### src/core/ptg_pkg.sv
// Constants and types for the period timer with gate, limit and one-shot
// Behaviour
// - Other clocks: two-tick delay on run, reset
// - Instruction clock: one-cycle delay on both
// - Software gate counts while run is set
// - Period match returns count to zero
// - Hardware gate stops on high or low
// - Gate halt stretches PWM period and pulse
// - Edge limit modes reset counter early
// - Early reset restarts PWM after delay
// - Level limit holds counter reset on level
// - Level limit ignores signal while run clear
// - Level reset clears two clocks after assertion
// - Count and PWM resume after match/release
// - PWM falls at pulse-width match, and is held low in a reserved mode
// - One-shot match clears counter and run
// - One-shot pause and resume by run bit
// - One-shot PWM from start to width match
// - Run cleared during drive stretches it
// - One-shot match stops counter at zero
package ptg_pkg;
  localparam logic [7:0] OFS_CTRL   = 8'h00;
  localparam logic [7:0] OFS_PERIOD = 8'h04;
  localparam logic [7:0] OFS_WIDTH  = 8'h08;
  localparam logic [7:0] OFS_COUNT  = 8'h0c;
  localparam logic [7:0] OFS_STATUS = 8'h10;
  localparam int CTRL_ON_BIT   = 0;
  localparam int CTRL_CLK_BIT  = 4;
  localparam int CTRL_PS_LSB   = 5;
  localparam int CTRL_MODE_LSB = 8;
  localparam int STAT_PWM_BIT  = 0;
  localparam int STAT_RUN_BIT  = 1;
  localparam int STAT_DONE_BIT = 2;
  localparam logic [7:0] PERIOD_RESET = 8'hff;
  localparam logic [7:0] WIDTH_RESET  = 8'h00;
  localparam logic [4:0] MODE_RESET   = 5'h00;
  localparam logic [4:0] MODE_SW_GATE  = 5'h00;
  localparam logic [4:0] MODE_GATE_HI  = 5'h01;
  localparam logic [4:0] MODE_GATE_LO  = 5'h02;
  localparam logic [4:0] MODE_EDGE_ANY = 5'h03;
  localparam logic [4:0] MODE_EDGE_RISE = 5'h04;
  localparam logic [4:0] MODE_EDGE_FALL = 5'h05;
  localparam logic [4:0] MODE_LVL_LOW  = 5'h06;
  localparam logic [4:0] MODE_LVL_HIGH = 5'h07;
  localparam logic [4:0] MODE_ONE_SHOT = 5'h08;
  // Sync delay in timer ticks for instruction and other clocks
  localparam int SYNC_TICKS_INSTR = 1;
  localparam int SYNC_TICKS_OTHER = 2;

  typedef struct packed {
    logic       on;
    logic [4:0] mode;
    logic       clk_sel;
    logic [1:0] prescale_select;
    logic [7:0] period_value;
    logic [7:0] pulse_width_value;
  } ptg_cfg_t;

  typedef struct packed {
    logic [7:0] count_value;
    logic       pwm;
    logic       run;
    logic       done;
  } ptg_stat_t;
endpackage

### src/core/ptg_timer.sv
// Period timer top: prescaler, input delays, counter and PWM drive
//
// The APB register port and the placing of the registers are this design's own decisions.
`timescale 1ns/10ps
module ptg_timer (
  input  wire logic        sys_clk,
  input  wire logic        reset,
  input  wire logic        psel,
  input  wire logic        penable,
  input  wire logic        pwrite,
  input  wire logic [7:0]  paddr,
  input  wire logic [31:0] pwdata,
  output logic [31:0]      prdata,
  output logic             pready,
  output logic             pslverr,
  input  wire logic        external_reset_input,
  output logic             pwm_out,
  output logic             postscaled_match_out
);
  typedef struct packed {
    logic [7:0] count_value;
    logic       pwm;
    logic       ers_prev;
    logic       run_prev;
    logic       hold_prev;
    logic       done;
    logic       match;
    logic [2:0] div;
  } ptg_core_t;

  ptg_core_t         st;
  ptg_core_t         next_st;
  ptg_pkg::ptg_cfg_t cfg;
  ptg_pkg::ptg_stat_t stat;
  logic              clear_on;
  logic              tick;
  logic [2:0]        ps_mask;
  logic              run_one;
  logic              run_two;
  logic              ers_one;
  logic              ers_two;
  logic              run;
  logic              ers;
  logic              count_en;
  logic              edge_rst;
  logic              lvl_hold;
  logic              lvl_mode;
  logic              one_shot;

  ptg_apb u_apb (
    .sys_clk  (sys_clk),
    .reset    (reset),
    .psel     (psel),
    .penable  (penable),
    .pwrite   (pwrite),
    .paddr    (paddr),
    .pwdata   (pwdata),
    .prdata   (prdata),
    .pready   (pready),
    .pslverr  (pslverr),
    .clear_on (clear_on),
    .stat     (stat),
    .cfg      (cfg)
  );

  // Timer clock tick from prescaler, every cycle on instruction clock
  always_comb begin
    ps_mask = 3'((4'h1 << cfg.prescale_select) - 4'h1);
    tick    = !cfg.clk_sel || ((st.div & ps_mask) == ps_mask);
  end

  ptg_delay u_run_dly (
    .sys_clk (sys_clk),
    .reset   (reset),
    .tick    (tick),
    .d       (cfg.on),
    .q_one   (run_one),
    .q_two   (run_two)
  );

  ptg_delay u_ers_dly (
    .sys_clk (sys_clk),
    .reset   (reset),
    .tick    (tick),
    .d       (external_reset_input),
    .q_one   (ers_one),
    .q_two   (ers_two)
  );

  // Delay depth picked by clock source
  always_comb begin
    run = cfg.clk_sel ? run_two : run_one;
    ers = cfg.clk_sel ? ers_two : ers_one;
  end

  always_comb begin
    next_st  = st;
    clear_on = 1'b0;
    count_en = 1'b0;
    edge_rst = 1'b0;
    lvl_hold = 1'b0;
    lvl_mode = 1'b0;
    one_shot = 1'b0;
    next_st.match = 1'b0;
    next_st.div   = st.div + 3'h1;
    case (cfg.mode)
      ptg_pkg::MODE_SW_GATE: begin
        count_en = run;
      end
      ptg_pkg::MODE_GATE_HI: begin
        count_en = run && !ers;
      end
      ptg_pkg::MODE_GATE_LO: begin
        count_en = run && ers;
      end
      ptg_pkg::MODE_EDGE_ANY: begin
        count_en = run;
        edge_rst = run && (ers != st.ers_prev);
      end
      ptg_pkg::MODE_EDGE_RISE: begin
        count_en = run;
        edge_rst = run && ers && !st.ers_prev;
      end
      ptg_pkg::MODE_EDGE_FALL: begin
        count_en = run;
        edge_rst = run && !ers && st.ers_prev;
      end
      ptg_pkg::MODE_LVL_LOW: begin
        lvl_mode = 1'b1;
        lvl_hold = run && !ers;
        count_en = run && !lvl_hold;
      end
      ptg_pkg::MODE_LVL_HIGH: begin
        lvl_mode = 1'b1;
        lvl_hold = run && ers;
        count_en = run && !lvl_hold;
      end
      ptg_pkg::MODE_ONE_SHOT: begin
        one_shot = 1'b1;
        count_en = run && !st.done;
      end
      default: begin
        count_en = 1'b0;
      end
    endcase
    if (tick) begin
      next_st.ers_prev  = ers;
      next_st.run_prev  = run;
      next_st.hold_prev = lvl_hold;
      if (one_shot && !run) begin
        next_st.done = 1'b0;
      end
      if (!one_shot && !lvl_mode && !count_en && !edge_rst &&
          cfg.mode > ptg_pkg::MODE_ONE_SHOT) begin
        next_st.pwm = 1'b0;
      end else if (edge_rst) begin
        next_st.count_value = 8'h00;
        next_st.pwm = 1'b1;
      end else if (lvl_hold) begin
        next_st.count_value = 8'h00;
      end else if (count_en) begin
        if (st.count_value == cfg.period_value) begin
          next_st.count_value = 8'h00;
          next_st.match = 1'b1;
          if (one_shot) begin
            next_st.done = 1'b1;
            clear_on = 1'b1;
          end else begin
            next_st.pwm = 1'b1;
          end
        end else begin
          next_st.count_value = st.count_value + 8'h01;
          if (st.count_value == cfg.pulse_width_value) begin
            next_st.pwm = 1'b0;
          end
        end
      end
      if (lvl_mode && st.hold_prev && !lvl_hold && run) begin
        next_st.pwm = 1'b1;
      end
      if (one_shot && run && !st.run_prev && !st.done &&
          st.count_value == 8'h00) begin
        next_st.pwm = 1'b1;
      end
    end
  end

  always_ff @(posedge sys_clk or posedge reset) begin
    if (reset) begin
      st <= '0;
    end else begin
      st <= next_st;
    end
  end

  assign stat.count_value    = st.count_value;
  assign stat.pwm            = st.pwm;
  assign stat.run            = run;
  assign stat.done           = st.done;
  assign pwm_out             = st.pwm;
  assign postscaled_match_out = st.match;
endmodule

### src/core/ptg_delay.sv
// Two-stage tick-advanced delay line for control inputs
`timescale 1ns/10ps
module ptg_delay (
  input  wire logic sys_clk,
  input  wire logic reset,
  input  wire logic tick,
  input  wire logic d,
  output logic      q_one,
  output logic      q_two
);
  typedef struct packed {
    logic s1;
    logic s2;
  } ptg_dly_t;

  ptg_dly_t st;
  ptg_dly_t next_st;

  always_comb begin
    next_st = st;
    if (tick) begin
      next_st.s1 = d;
      next_st.s2 = st.s1;
    end
  end

  always_ff @(posedge sys_clk or posedge reset) begin
    if (reset) begin
      st <= '0;
    end else begin
      st <= next_st;
    end
  end

  assign q_one = st.s1;
  assign q_two = st.s2;
endmodule

### src/core/ptg_apb.sv
// APB register file for the period timer
`timescale 1ns/10ps
module ptg_apb (
  input  wire logic          sys_clk,
  input  wire logic          reset,
  input  wire logic          psel,
  input  wire logic          penable,
  input  wire logic          pwrite,
  input  wire logic [7:0]    paddr,
  input  wire logic [31:0]   pwdata,
  output logic [31:0]        prdata,
  output logic               pready,
  output logic               pslverr,
  input  wire logic          clear_on,
  input  ptg_pkg::ptg_stat_t stat,
  output ptg_pkg::ptg_cfg_t  cfg
);
  typedef struct packed {
    ptg_pkg::ptg_cfg_t cfg;
    logic [31:0]       rdata;
  } ptg_regs_t;

  ptg_regs_t st;
  ptg_regs_t next_st;
  logic      access;
  logic      mapped;

  always_comb begin
    next_st = st;
    access  = psel && penable;
    mapped  = (paddr == ptg_pkg::OFS_CTRL) ||
              (paddr == ptg_pkg::OFS_PERIOD) ||
              (paddr == ptg_pkg::OFS_WIDTH) ||
              (paddr == ptg_pkg::OFS_COUNT) ||
              (paddr == ptg_pkg::OFS_STATUS);
    if (clear_on) begin
      next_st.cfg.on = 1'b0;
    end
    if (access && pwrite) begin
      case (paddr)
        ptg_pkg::OFS_CTRL: begin
          next_st.cfg.on = pwdata[ptg_pkg::CTRL_ON_BIT];
          next_st.cfg.clk_sel = pwdata[ptg_pkg::CTRL_CLK_BIT];
          next_st.cfg.prescale_select =
            pwdata[ptg_pkg::CTRL_PS_LSB +: 2];
          next_st.cfg.mode = pwdata[ptg_pkg::CTRL_MODE_LSB +: 5];
        end
        ptg_pkg::OFS_PERIOD: next_st.cfg.period_value = pwdata[7:0];
        ptg_pkg::OFS_WIDTH: next_st.cfg.pulse_width_value = pwdata[7:0];
        default: ;
      endcase
    end
    if (psel && !penable && !pwrite) begin
      next_st.rdata = 32'h0000_0000;
      case (paddr)
        ptg_pkg::OFS_CTRL: begin
          next_st.rdata[ptg_pkg::CTRL_ON_BIT] = st.cfg.on;
          next_st.rdata[ptg_pkg::CTRL_CLK_BIT] = st.cfg.clk_sel;
          next_st.rdata[ptg_pkg::CTRL_PS_LSB +: 2] =
            st.cfg.prescale_select;
          next_st.rdata[ptg_pkg::CTRL_MODE_LSB +: 5] = st.cfg.mode;
        end
        ptg_pkg::OFS_PERIOD: next_st.rdata[7:0] = st.cfg.period_value;
        ptg_pkg::OFS_WIDTH:
          next_st.rdata[7:0] = st.cfg.pulse_width_value;
        ptg_pkg::OFS_COUNT: next_st.rdata[7:0] = stat.count_value;
        ptg_pkg::OFS_STATUS: begin
          next_st.rdata[ptg_pkg::STAT_PWM_BIT] = stat.pwm;
          next_st.rdata[ptg_pkg::STAT_RUN_BIT] = stat.run;
          next_st.rdata[ptg_pkg::STAT_DONE_BIT] = stat.done;
        end
        default: ;
      endcase
    end
  end

  always_ff @(posedge sys_clk or posedge reset) begin
    if (reset) begin
      st.cfg.on                <= 1'b0;
      st.cfg.mode              <= ptg_pkg::MODE_RESET;
      st.cfg.clk_sel           <= 1'b0;
      st.cfg.prescale_select   <= 2'h0;
      st.cfg.period_value      <= ptg_pkg::PERIOD_RESET;
      st.cfg.pulse_width_value <= ptg_pkg::WIDTH_RESET;
      st.rdata                 <= 32'h0000_0000;
    end else begin
      st <= next_st;
    end
  end

  assign cfg     = st.cfg;
  assign prdata  = st.rdata;
  assign pready  = 1'b1;
  assign pslverr = psel && penable && !mapped;
endmodule

### config.mk
export PLATFORM = sky130hd
export DESIGN_NAME = ptg_timer
export DESIGN_NICKNAME = d
export VERILOG_FILES = /design/src/core/ptg_pkg.sv /design/src/core/ptg_timer.sv /design/src/core/ptg_delay.sv /design/src/core/ptg_apb.sv
export SDC_FILE = /design/constraint.sdc
export NUM_CORES = 1
export LEC_CHECK = 0
export BUFFER_PORTS_ARGS = -buffer_cell sky130_fd_sc_hd__buf_2
export CAP_MARGIN = 20
export CORE_ASPECT_RATIO = 1.1
export CORE_MARGIN = 2
export CORE_UTILIZATION = 45
export CTS_CLUSTER_SIZE = 12
export DETAILED_ROUTE_END_ITERATION = 8
export PLACE_DENSITY = 0.71
export REMOVE_ABC_BUFFERS = 1
export SYNTH_ARGS = -nofsm -noshare
export SYNTH_HDL_FRONTEND = slang
export SYNTH_HIERARCHICAL = 1
export SYNTH_SLANG_ARGS = --single-unit
### constraint.sdc
create_clock -name sys_clk -period 2.45 [get_ports sys_clk]
set_input_delay 0.3675 -clock sys_clk [delete_from_list [all_inputs] [get_ports sys_clk]]
set_output_delay 0.3675 -clock sys_clk [all_outputs]
set_load 0.05 [all_outputs]
**Word-level counts from Yosys, hierarchy flattened**

Index checks and enable logic that the tools add are counted.

- Input bits: 46
- Flip-flop bits (word level): 59
- Logic and storage cells: 146

- Add/sub/neg operators: 3
- Bitwise operators: 2
- Equality and inequality tests: 18
- Shift-type cells: 1
- Magnitude comparators: 1
- Multiplexer cells: 43
- Reductions and logical operators: 59

Operators with widths:

| operator | number |
|---|---|
| $mux 9 | 4 |
| $logic_and 1x1->1 | 25 |
| $mux 25 | 1 |
| $mux 8 | 3 |
| $mux 1 | 21 |
| $eq 5x3->1 const B | 4 |
| $eq 8x4->1 const B | 2 |
| $eq 8x8->1 | 2 |
| $logic_not 1->1 | 16 |
| $logic_not 8->1 | 2 |
| $pmux 3 s4 | 1 |
| $eq 5x2->1 const B | 2 |
| $mux 2 | 5 |
| $pmux 1 s3 | 3 |
| $add 8x1->8 const B | 1 |
| $eq 8x3->1 const B | 1 |
| $eq 8x5->1 const B | 1 |
| $pmux 2 s4 | 1 |
| $ne 6x4->1 const B | 1 |
| $pmux 1 s6 | 1 |
| $reduce_and 2->1 | 3 |
| $reduce_bool 6->1 | 1 |
| $eq 5x1->1 const B | 1 |
| $eq 5x4->1 const B | 1 |
| 20 further kinds | 24 |

**Longest topological paths before layout**

Gate-level depths: netlist of run 1.

- Depth in word-level cells: 15
- Mapped depth: 8

**By module**

The synthesis of run 1 kept the hierarchy.

Modules (own cells, without submodules):

| module | area each (um^2) | times used | cells each |
|---|---|---|---|
| ptg_apb | 1,920.6 | 1 | 138 |
| ptg_timer | 1,380.1 | 1 | 154 |
| ptg_delay | 76.3 | 2 | 5 |

**Worst setup path after synthesis of run 1**

No wires, ideal clock.

- Path kind: register -> register
- Start point: reg u_apb/cfg[18] (netlist name)
- End point: reg u_apb/cfg[24] (netlist name)
- Data arrival time: 2.403 ns
- Setup slack: -0.078 ns
- Clock period less this slack: 2.528 ns
- Cell stages (with the launch flop): 8
- Cells stage by stage: dfrtp_1 -> mux2i_4 -> mux2i_1 -> or4_4 -> a311oi_4 -> and4bb_1 -> nor2b_1 -> mux2_2

==> results of run 1 <==
critical path, delay by kind of cell, from the launching register on:
kind | cells | cell delay (ns)
compound gates | 1 | 0.34
flops | 1 | 0.44
mux | 3 | 0.63
simple gates | 3 | 0.82
what timing repair did:
action                                  CTS  global route
pin swaps                                 0             0
endpoints found under the setup margin    1             2
gates resized for setup                   2             4
hold endpoints to repair                  4             0
hold buffers                              1             0
final timing paths:
path                              endpoint  slack [ns]  cells after the start
setup / recovery             u_apb/cfg[24]         0.1                      7
hold / removal               u_apb/cfg[23]        0.25                      2
setup reg to reg             u_apb/cfg[24]         0.1                      7
hold reg to reg                      st[0]        0.47                      1
max in group asynchronous            st[9]        1.28                      3
min in group asynchronous  u_ers_dly/q_one        0.44                      3
cells by family after synthesis:
kind of cell	share of synthesized area, %
DFF	43.0
muxes	15.6
other	0.217
AOI/OAI and AO/OA	12.9
buffers and inverters	7.57
xor gates and xnor gates	4.82
and+or+nand+nor	14.8
adders and majority gates	1.09
per-stage QoR:
stage | total power, uW | TNS, ns | setup WS (ns)
6_report | 2370 | 0 | 0.0989
5_1_grt | 2450 | -0.0264 | -0.0264
4_1_cts | 2390 | 0 | 0.0563
3_5_place_dp | 1310 | 0 | 0.0291
3_3_place_gp | 1300 | 0 | 0.0865
2_1_floorplan | 1220 | -0.0775 | -0.0775
registers in the layout, indices dropped and copies added, names as in the netlist:
signal and cells:
u_apb/cfg 25, st 15, u_apb/prdata 13, postscaled_match_out 1, pwm_out 1, u_ers_dly/q_one 1
u_ers_dly/q_two 1, u_run_dly/q_one 1, u_run_dly/q_two 1
report_power, final:
part           switching (uW)  internal [uW]  leakage [uW]
clock                     375            700      0.000123
sequential               19.7            995      0.000775
combinational             199           78.4       0.00113
layout make-up:
type | instances | area, um2
Clock buffer | 11 | 141
Clock inverter | 5 | 100
Fill cell | 644 | 3360
Inverter | 14 | 52.6
Multi-Input combinational cell | 215 | 1780
Sequential cell | 59 | 1490
Tap cell | 87 | 109
Timing Repair Buffer | 67 | 400
cells in the final DEF (no fill, tap or decap), drive strengths merged, types with 4 or more instances in the layout:
cell	netlist	layout
a21oi	4	4
a22o	9	9
a31oi	12	12
a32o	5	5
and2	5	5
and3	6	6
buf	24	66
clkbuf	8	11
conb	2	20
dfrtp	51	51
dfstp	8	8
inv	13	13
mux2	36	36
mux4	4	4
nand2b	6	6
nand4	5	5
nor2	11	11
nor2b	7	7
nor4	7	7
o21ai	7	7
xnor2	9	9
xor2	10	10
routing by layer:
| layer | track usage (%) | share of wire (%) |
|---|---|---|
| met3 | 5.66 | 4.6 |
| met5 | 0 | 0 |
| met2 | 32.1 | 49 |
| met1 | 25.7 | 44 |
| met4 | 7.56 | 2.4 |
==> flow_summary.toml, run 1 <==
[outcome]
status = "finished, final reports clean"

[layout]
final_cells = 458
finish.instance_area_mm2 = 0.00407
final_core_util_pct = 54.8
drive_gt1_share_pct = 39.9
final_nets = 415
antenna_cells = 0
area_growth_pct = 17.9

[critical_path]
rr_startpoint = "u_apb/cfg[18]"
worst-setup-path-type = "register to register"
required_ns = 2.68
slowest_delay_ns = 0.52
startpoint_type = "register"
arrival_ns = 2.58
critPathMaxFanout = 3
slowest_stage = "or4_4"
end_kind = "register"
crit_start = "u_apb/cfg[18]"
worstPathCellList = "mux2i_4 > mux2i_1 > or4_4 > a311oi_4 > and4bb_1 > nor2b_1 > mux2_2"

[die]
chipWidth_um = 87.5
num_rows = 33
dieArea_mm2 = 0.00839
io_pins = 82
start_util_pct = 46.5
core-area_mm2 = 0.00743
die_y_um = 95.9

[global_routing]
grt_pass1_vias = 2550
antenna_found_initial = 0
grt_max_degree = 39
grt.total_usage_pct = 20.0
grt_overflow_total = 0
grt_pass1_wl_um = 12600

[route]
drt_wl_total_um = 7950
routed_via_density = 5.60
dr.first_iter.drc_count = 99
first_pass_iters = 4
drc = 0
ant_nets = 0
detailroute.via_count = 2563
wire_per_inst_um = 17.4

[synth]
synth.top_cell.area_share_pct = 37.0
ys_ff_latch = 59
synthFlopType = "dfrtp_1"
synthArstFlopShare_pct = 100
syn_inst = 302
synth_cell_types = 63
syn_area_mm2 = 0.00345
postSynthAreaPerCell_um2 = 11.4
synth.area.top_cells = "dfrtp_1, mux2_2, dfstp_2"
yosysTopAreaCell = "dfrtp_1"
seq_area_frac_synth_pct = 43.0
yosys_warnings = 6
synth_edf_count = 0
ys_top_cells_by_count = "dfrtp_1, mux2_2, buf_4, a31oi_1, inv_1"
yosysMostFrequentCell = "dfrtp_1"

[timing]
hold_ws_ns = 0.252
finalCritPeriodShare_pct = 96.0
fmax_mhz = 425
relSlewSlack_pct = 52.4
fin_skew_ns = 0.00570
rsz0062_at_grt = "true"
finalSetupViolCount = 0
period_minus_slack_ns = 2.35
hold_violations = 0
worst_pin_slew_ns = 0.713
drv_slew = 0

[cts]
cts_buffers = 9
cts_tree = "yes"
clk_pin_slew_ns = 0.07
htreeDepth = 3
cts_setup_buffers = 0
cts_num_sinks = 59
root_buffer = "clkbuf_8"
clock_path_buffers = 2
insertion_delay_ns = 0.34

[placed_design]
postPlaceCellArea_mm2 = 0.00381
gp_congestion = 0.837
dp_cells = 441
portBuffers = 42
hpwlAfterDp_um = 5800

[job]
maxCapViolations = 0

[power]
p_leak_uw = 0.00202
p_per_area_mw_per_mm2 = 581
irDropWorstVdd_mv = 0.395

[min_path]
min_path_type = "input port to register"
hp-start = "pwdata[12]"
Power figures use the tool's default switching activity.
==> run 2: changes to the inputs <==
SYNTH_HIERARCHICAL = not set   (was 1)
==> flow_summary.toml, run 2 <==
[die]
dieArea_mm2 = 0.00841
chipWidth_um = 87.6
core-area_mm2 = 0.00747
die_y_um = 96.0
num_rows = 33
io_pins = 82
start_util_pct = 46.3

[layout]
final_common_cell = "dfrtp_1"
antenna_cells = 0
layout_common_cells = "dfrtp_1, buf_2, nand2_1"
drive_gt1_share_pct = 31.8
final_nets = 425
final_cells = 486
final_core_util_pct = 51.8
top_register = "u_apb.cfg"
largest_reg_flops = 25
area_growth_pct = 11.8

[timing]
fmax_mhz = 434
relSlewSlack_pct = 59.6
period_minus_slack_ns = 2.30
finalSetupViolCount = 0
finalCritPeriodShare_pct = 94.0
rsz0062_at_grt = "false"
worst_pin_slew_ns = 0.605
fin_setup_tns_ns = 0
hold_ws_ns = 0.0905
drv_slew = 0
setup_ws_ns = 0.146
fin_skew_ns = 0.00952
hold_violations = 0

[placed_design]
hpwlAfterDp_um = 5500
gp_congestion = 0.862
dp_slack_ns = 0.174
portBuffers = 42
dp_cells = 470

[synth]
yosysTopAreaCell = "dfrtp_1"
synth_cell_types = 59
seq_area_frac_synth_pct = 42.9
ys_top_cells_by_count = "dfrtp_1, nand2_1, mux2_2, buf_4, clkbuf_1"
syn_area_mm2 = 0.00346
yosys_warnings = 0
synthFlopType = "dfrtp_1"
yosysMostFrequentCell = "dfrtp_1"
synth.area.top_cells = "dfrtp_1, mux2_2, dfstp_2"
synthArstFlopShare_pct = 100
postSynthAreaPerCell_um2 = 10.4
synth.top_cell.area_share_pct = 36.9
synth_edf_count = 0
ys_ff_latch = 59
syn_inst = 334

[power]
p_leak_uw = 0.00188
p_per_area_mw_per_mm2 = 523
irDropWorstVdd_mv = 0.247

[route]
wire_per_inst_um = 15.0
routed_via_density = 5.28
detailroute.via_count = 2566
first_pass_iters = 4
dr.first_iter.drc_count = 158
drc = 0
ant_nets = 0
drt_wl_total_um = 7280

[cts]
cts_num_sinks = 59
root_buffer = "clkbuf_8"
clk_pin_slew_ns = 0.07
cts_tree = "yes"
post_cts_resize_count = 0
clock_path_buffers = 2
htreeDepth = 3
cts_hold_buffers = 0
cts_buffers = 9
cts_setup_buffers = 0
insertion_delay_ns = 0.35

[critical_path]
arrival_ns = 2.57
critPathCapture = "pwm_out"
rr_startpoint = "u_apb.cfg[20]"
end_kind = "register"
rrSetupSlack_ns = 0.15
startpoint_type = "register"
worstReg2RegEnd = "pwm_out"
critPathMaxFanout = 6
reg2regPathDepth = 6
worst-setup-path-type = "register to register"
crit_start = "u_apb.cfg[20]"
required_ns = 2.71

[global_routing]
grt.total_usage_pct = 18.7
grt_pass1_wl_um = 12000
grt_max_degree = 33
grt_pass1_vias = 2513
antenna_found_initial = 0
grt_overflow_total = 0

[min_path]
min_path_type = "input port to async pin"

[job]
maxCapViolations = 0

[outcome]
status = "finished, final reports clean"
==> run 2: cell count changes in the layout (fill, tap and decap cells not counted), moves of 5 or more <==
cell,previous run,this run
nand3_1,2,10
and3_1,6,1
o21ai_0,3,11
a31oi_1,12,5
mux2_2,35,28
buf_4,24,11
a211o_1,0,5
nand2_1,3,36
==> run 2: where the power goes <==
group | internal [uW] | total (uW) | switching [uW] | leakage (uW)
sequential | 995 | 1020 | 24.5 | 0.000781
clock | 357 | 743 | 386 | 0.0000856
combinational | 69.1 | 262 | 193 | 0.00101
total | 1420 | 2020 | 604 | 0.00188
==> run 2: worst min-delay path by stage <==
stage | from | endpoint | slack [ns] | cells after the start
global route | reset | u_apb.prdata[9] | 0.14 | 2
finish | reset | u_apb.prdata[1] | 0.09 | 2
global placement | st[2] | st[2] | 0.44 | 1
CTS | reset | u_apb.prdata[1] | 0.11 | 2
floorplan | st[2] | st[2] | 0.43 | 1
detailed placement | st[2] | st[2] | 0.45 | 1
==> run 2: kinds of logic (layout without fill, tap and decap cells) <==
group | after synthesis | count (layout) | synth area share, %
xor+xnor | 19 | 19 | 4.81
other cells | 2 | 20 | 0.217
simple gates | 104 | 104 | 16.0
fa+ha+maj | 3 | 3 | 1.08
flops | 59 | 59 | 42.9
compound gates | 60 | 60 | 12.8
buf+inv | 50 | 79 | 8.60
mux | 37 | 37 | 13.5
==> run 2: critical path, stage by stage, from the launching register on <==
cell and delay (ns):
dfrtp_1 0.44, or4b_4 0.57, or2_4 0.27, a311oi_2 0.31, o21a_1 0.23, o32a_1 0.20
mux2i_1 0.19
==> run 2: final cells by class <==
class	instances	area [um2]
repair buffers	54	313
multi-input cells	243	1750
fillers	681	3600
clock inverters	6	32.5
clock buffers	10	128
inverters	9	33.8
well taps	105	131
flip-flops and latches	59	1490
==> run 2: per-stage QoR <==
step                      total power (uW)  cell area, um2
after floorplan                       1220            3270
after global placement                1290            3710
after detailed placement              1300            3710
after CTS                             2050            3870
after global routing                  2120            3870
final                                 2020            3870
==> run 2: layer usage <==
| layer | global-route usage [%] | vias up | share of wire, % |
|---|---|---|---|
| met5 | 0 | - | 0 |
| met4 | 8.72 | 0 | 2.5 |
| met3 | 4.89 | 17 | 5.2 |
| met2 | 29.6 | 77 | 48 |
| met1 | 24.0 | 1235 | 44 |
| li1 | - | 1237 | - |
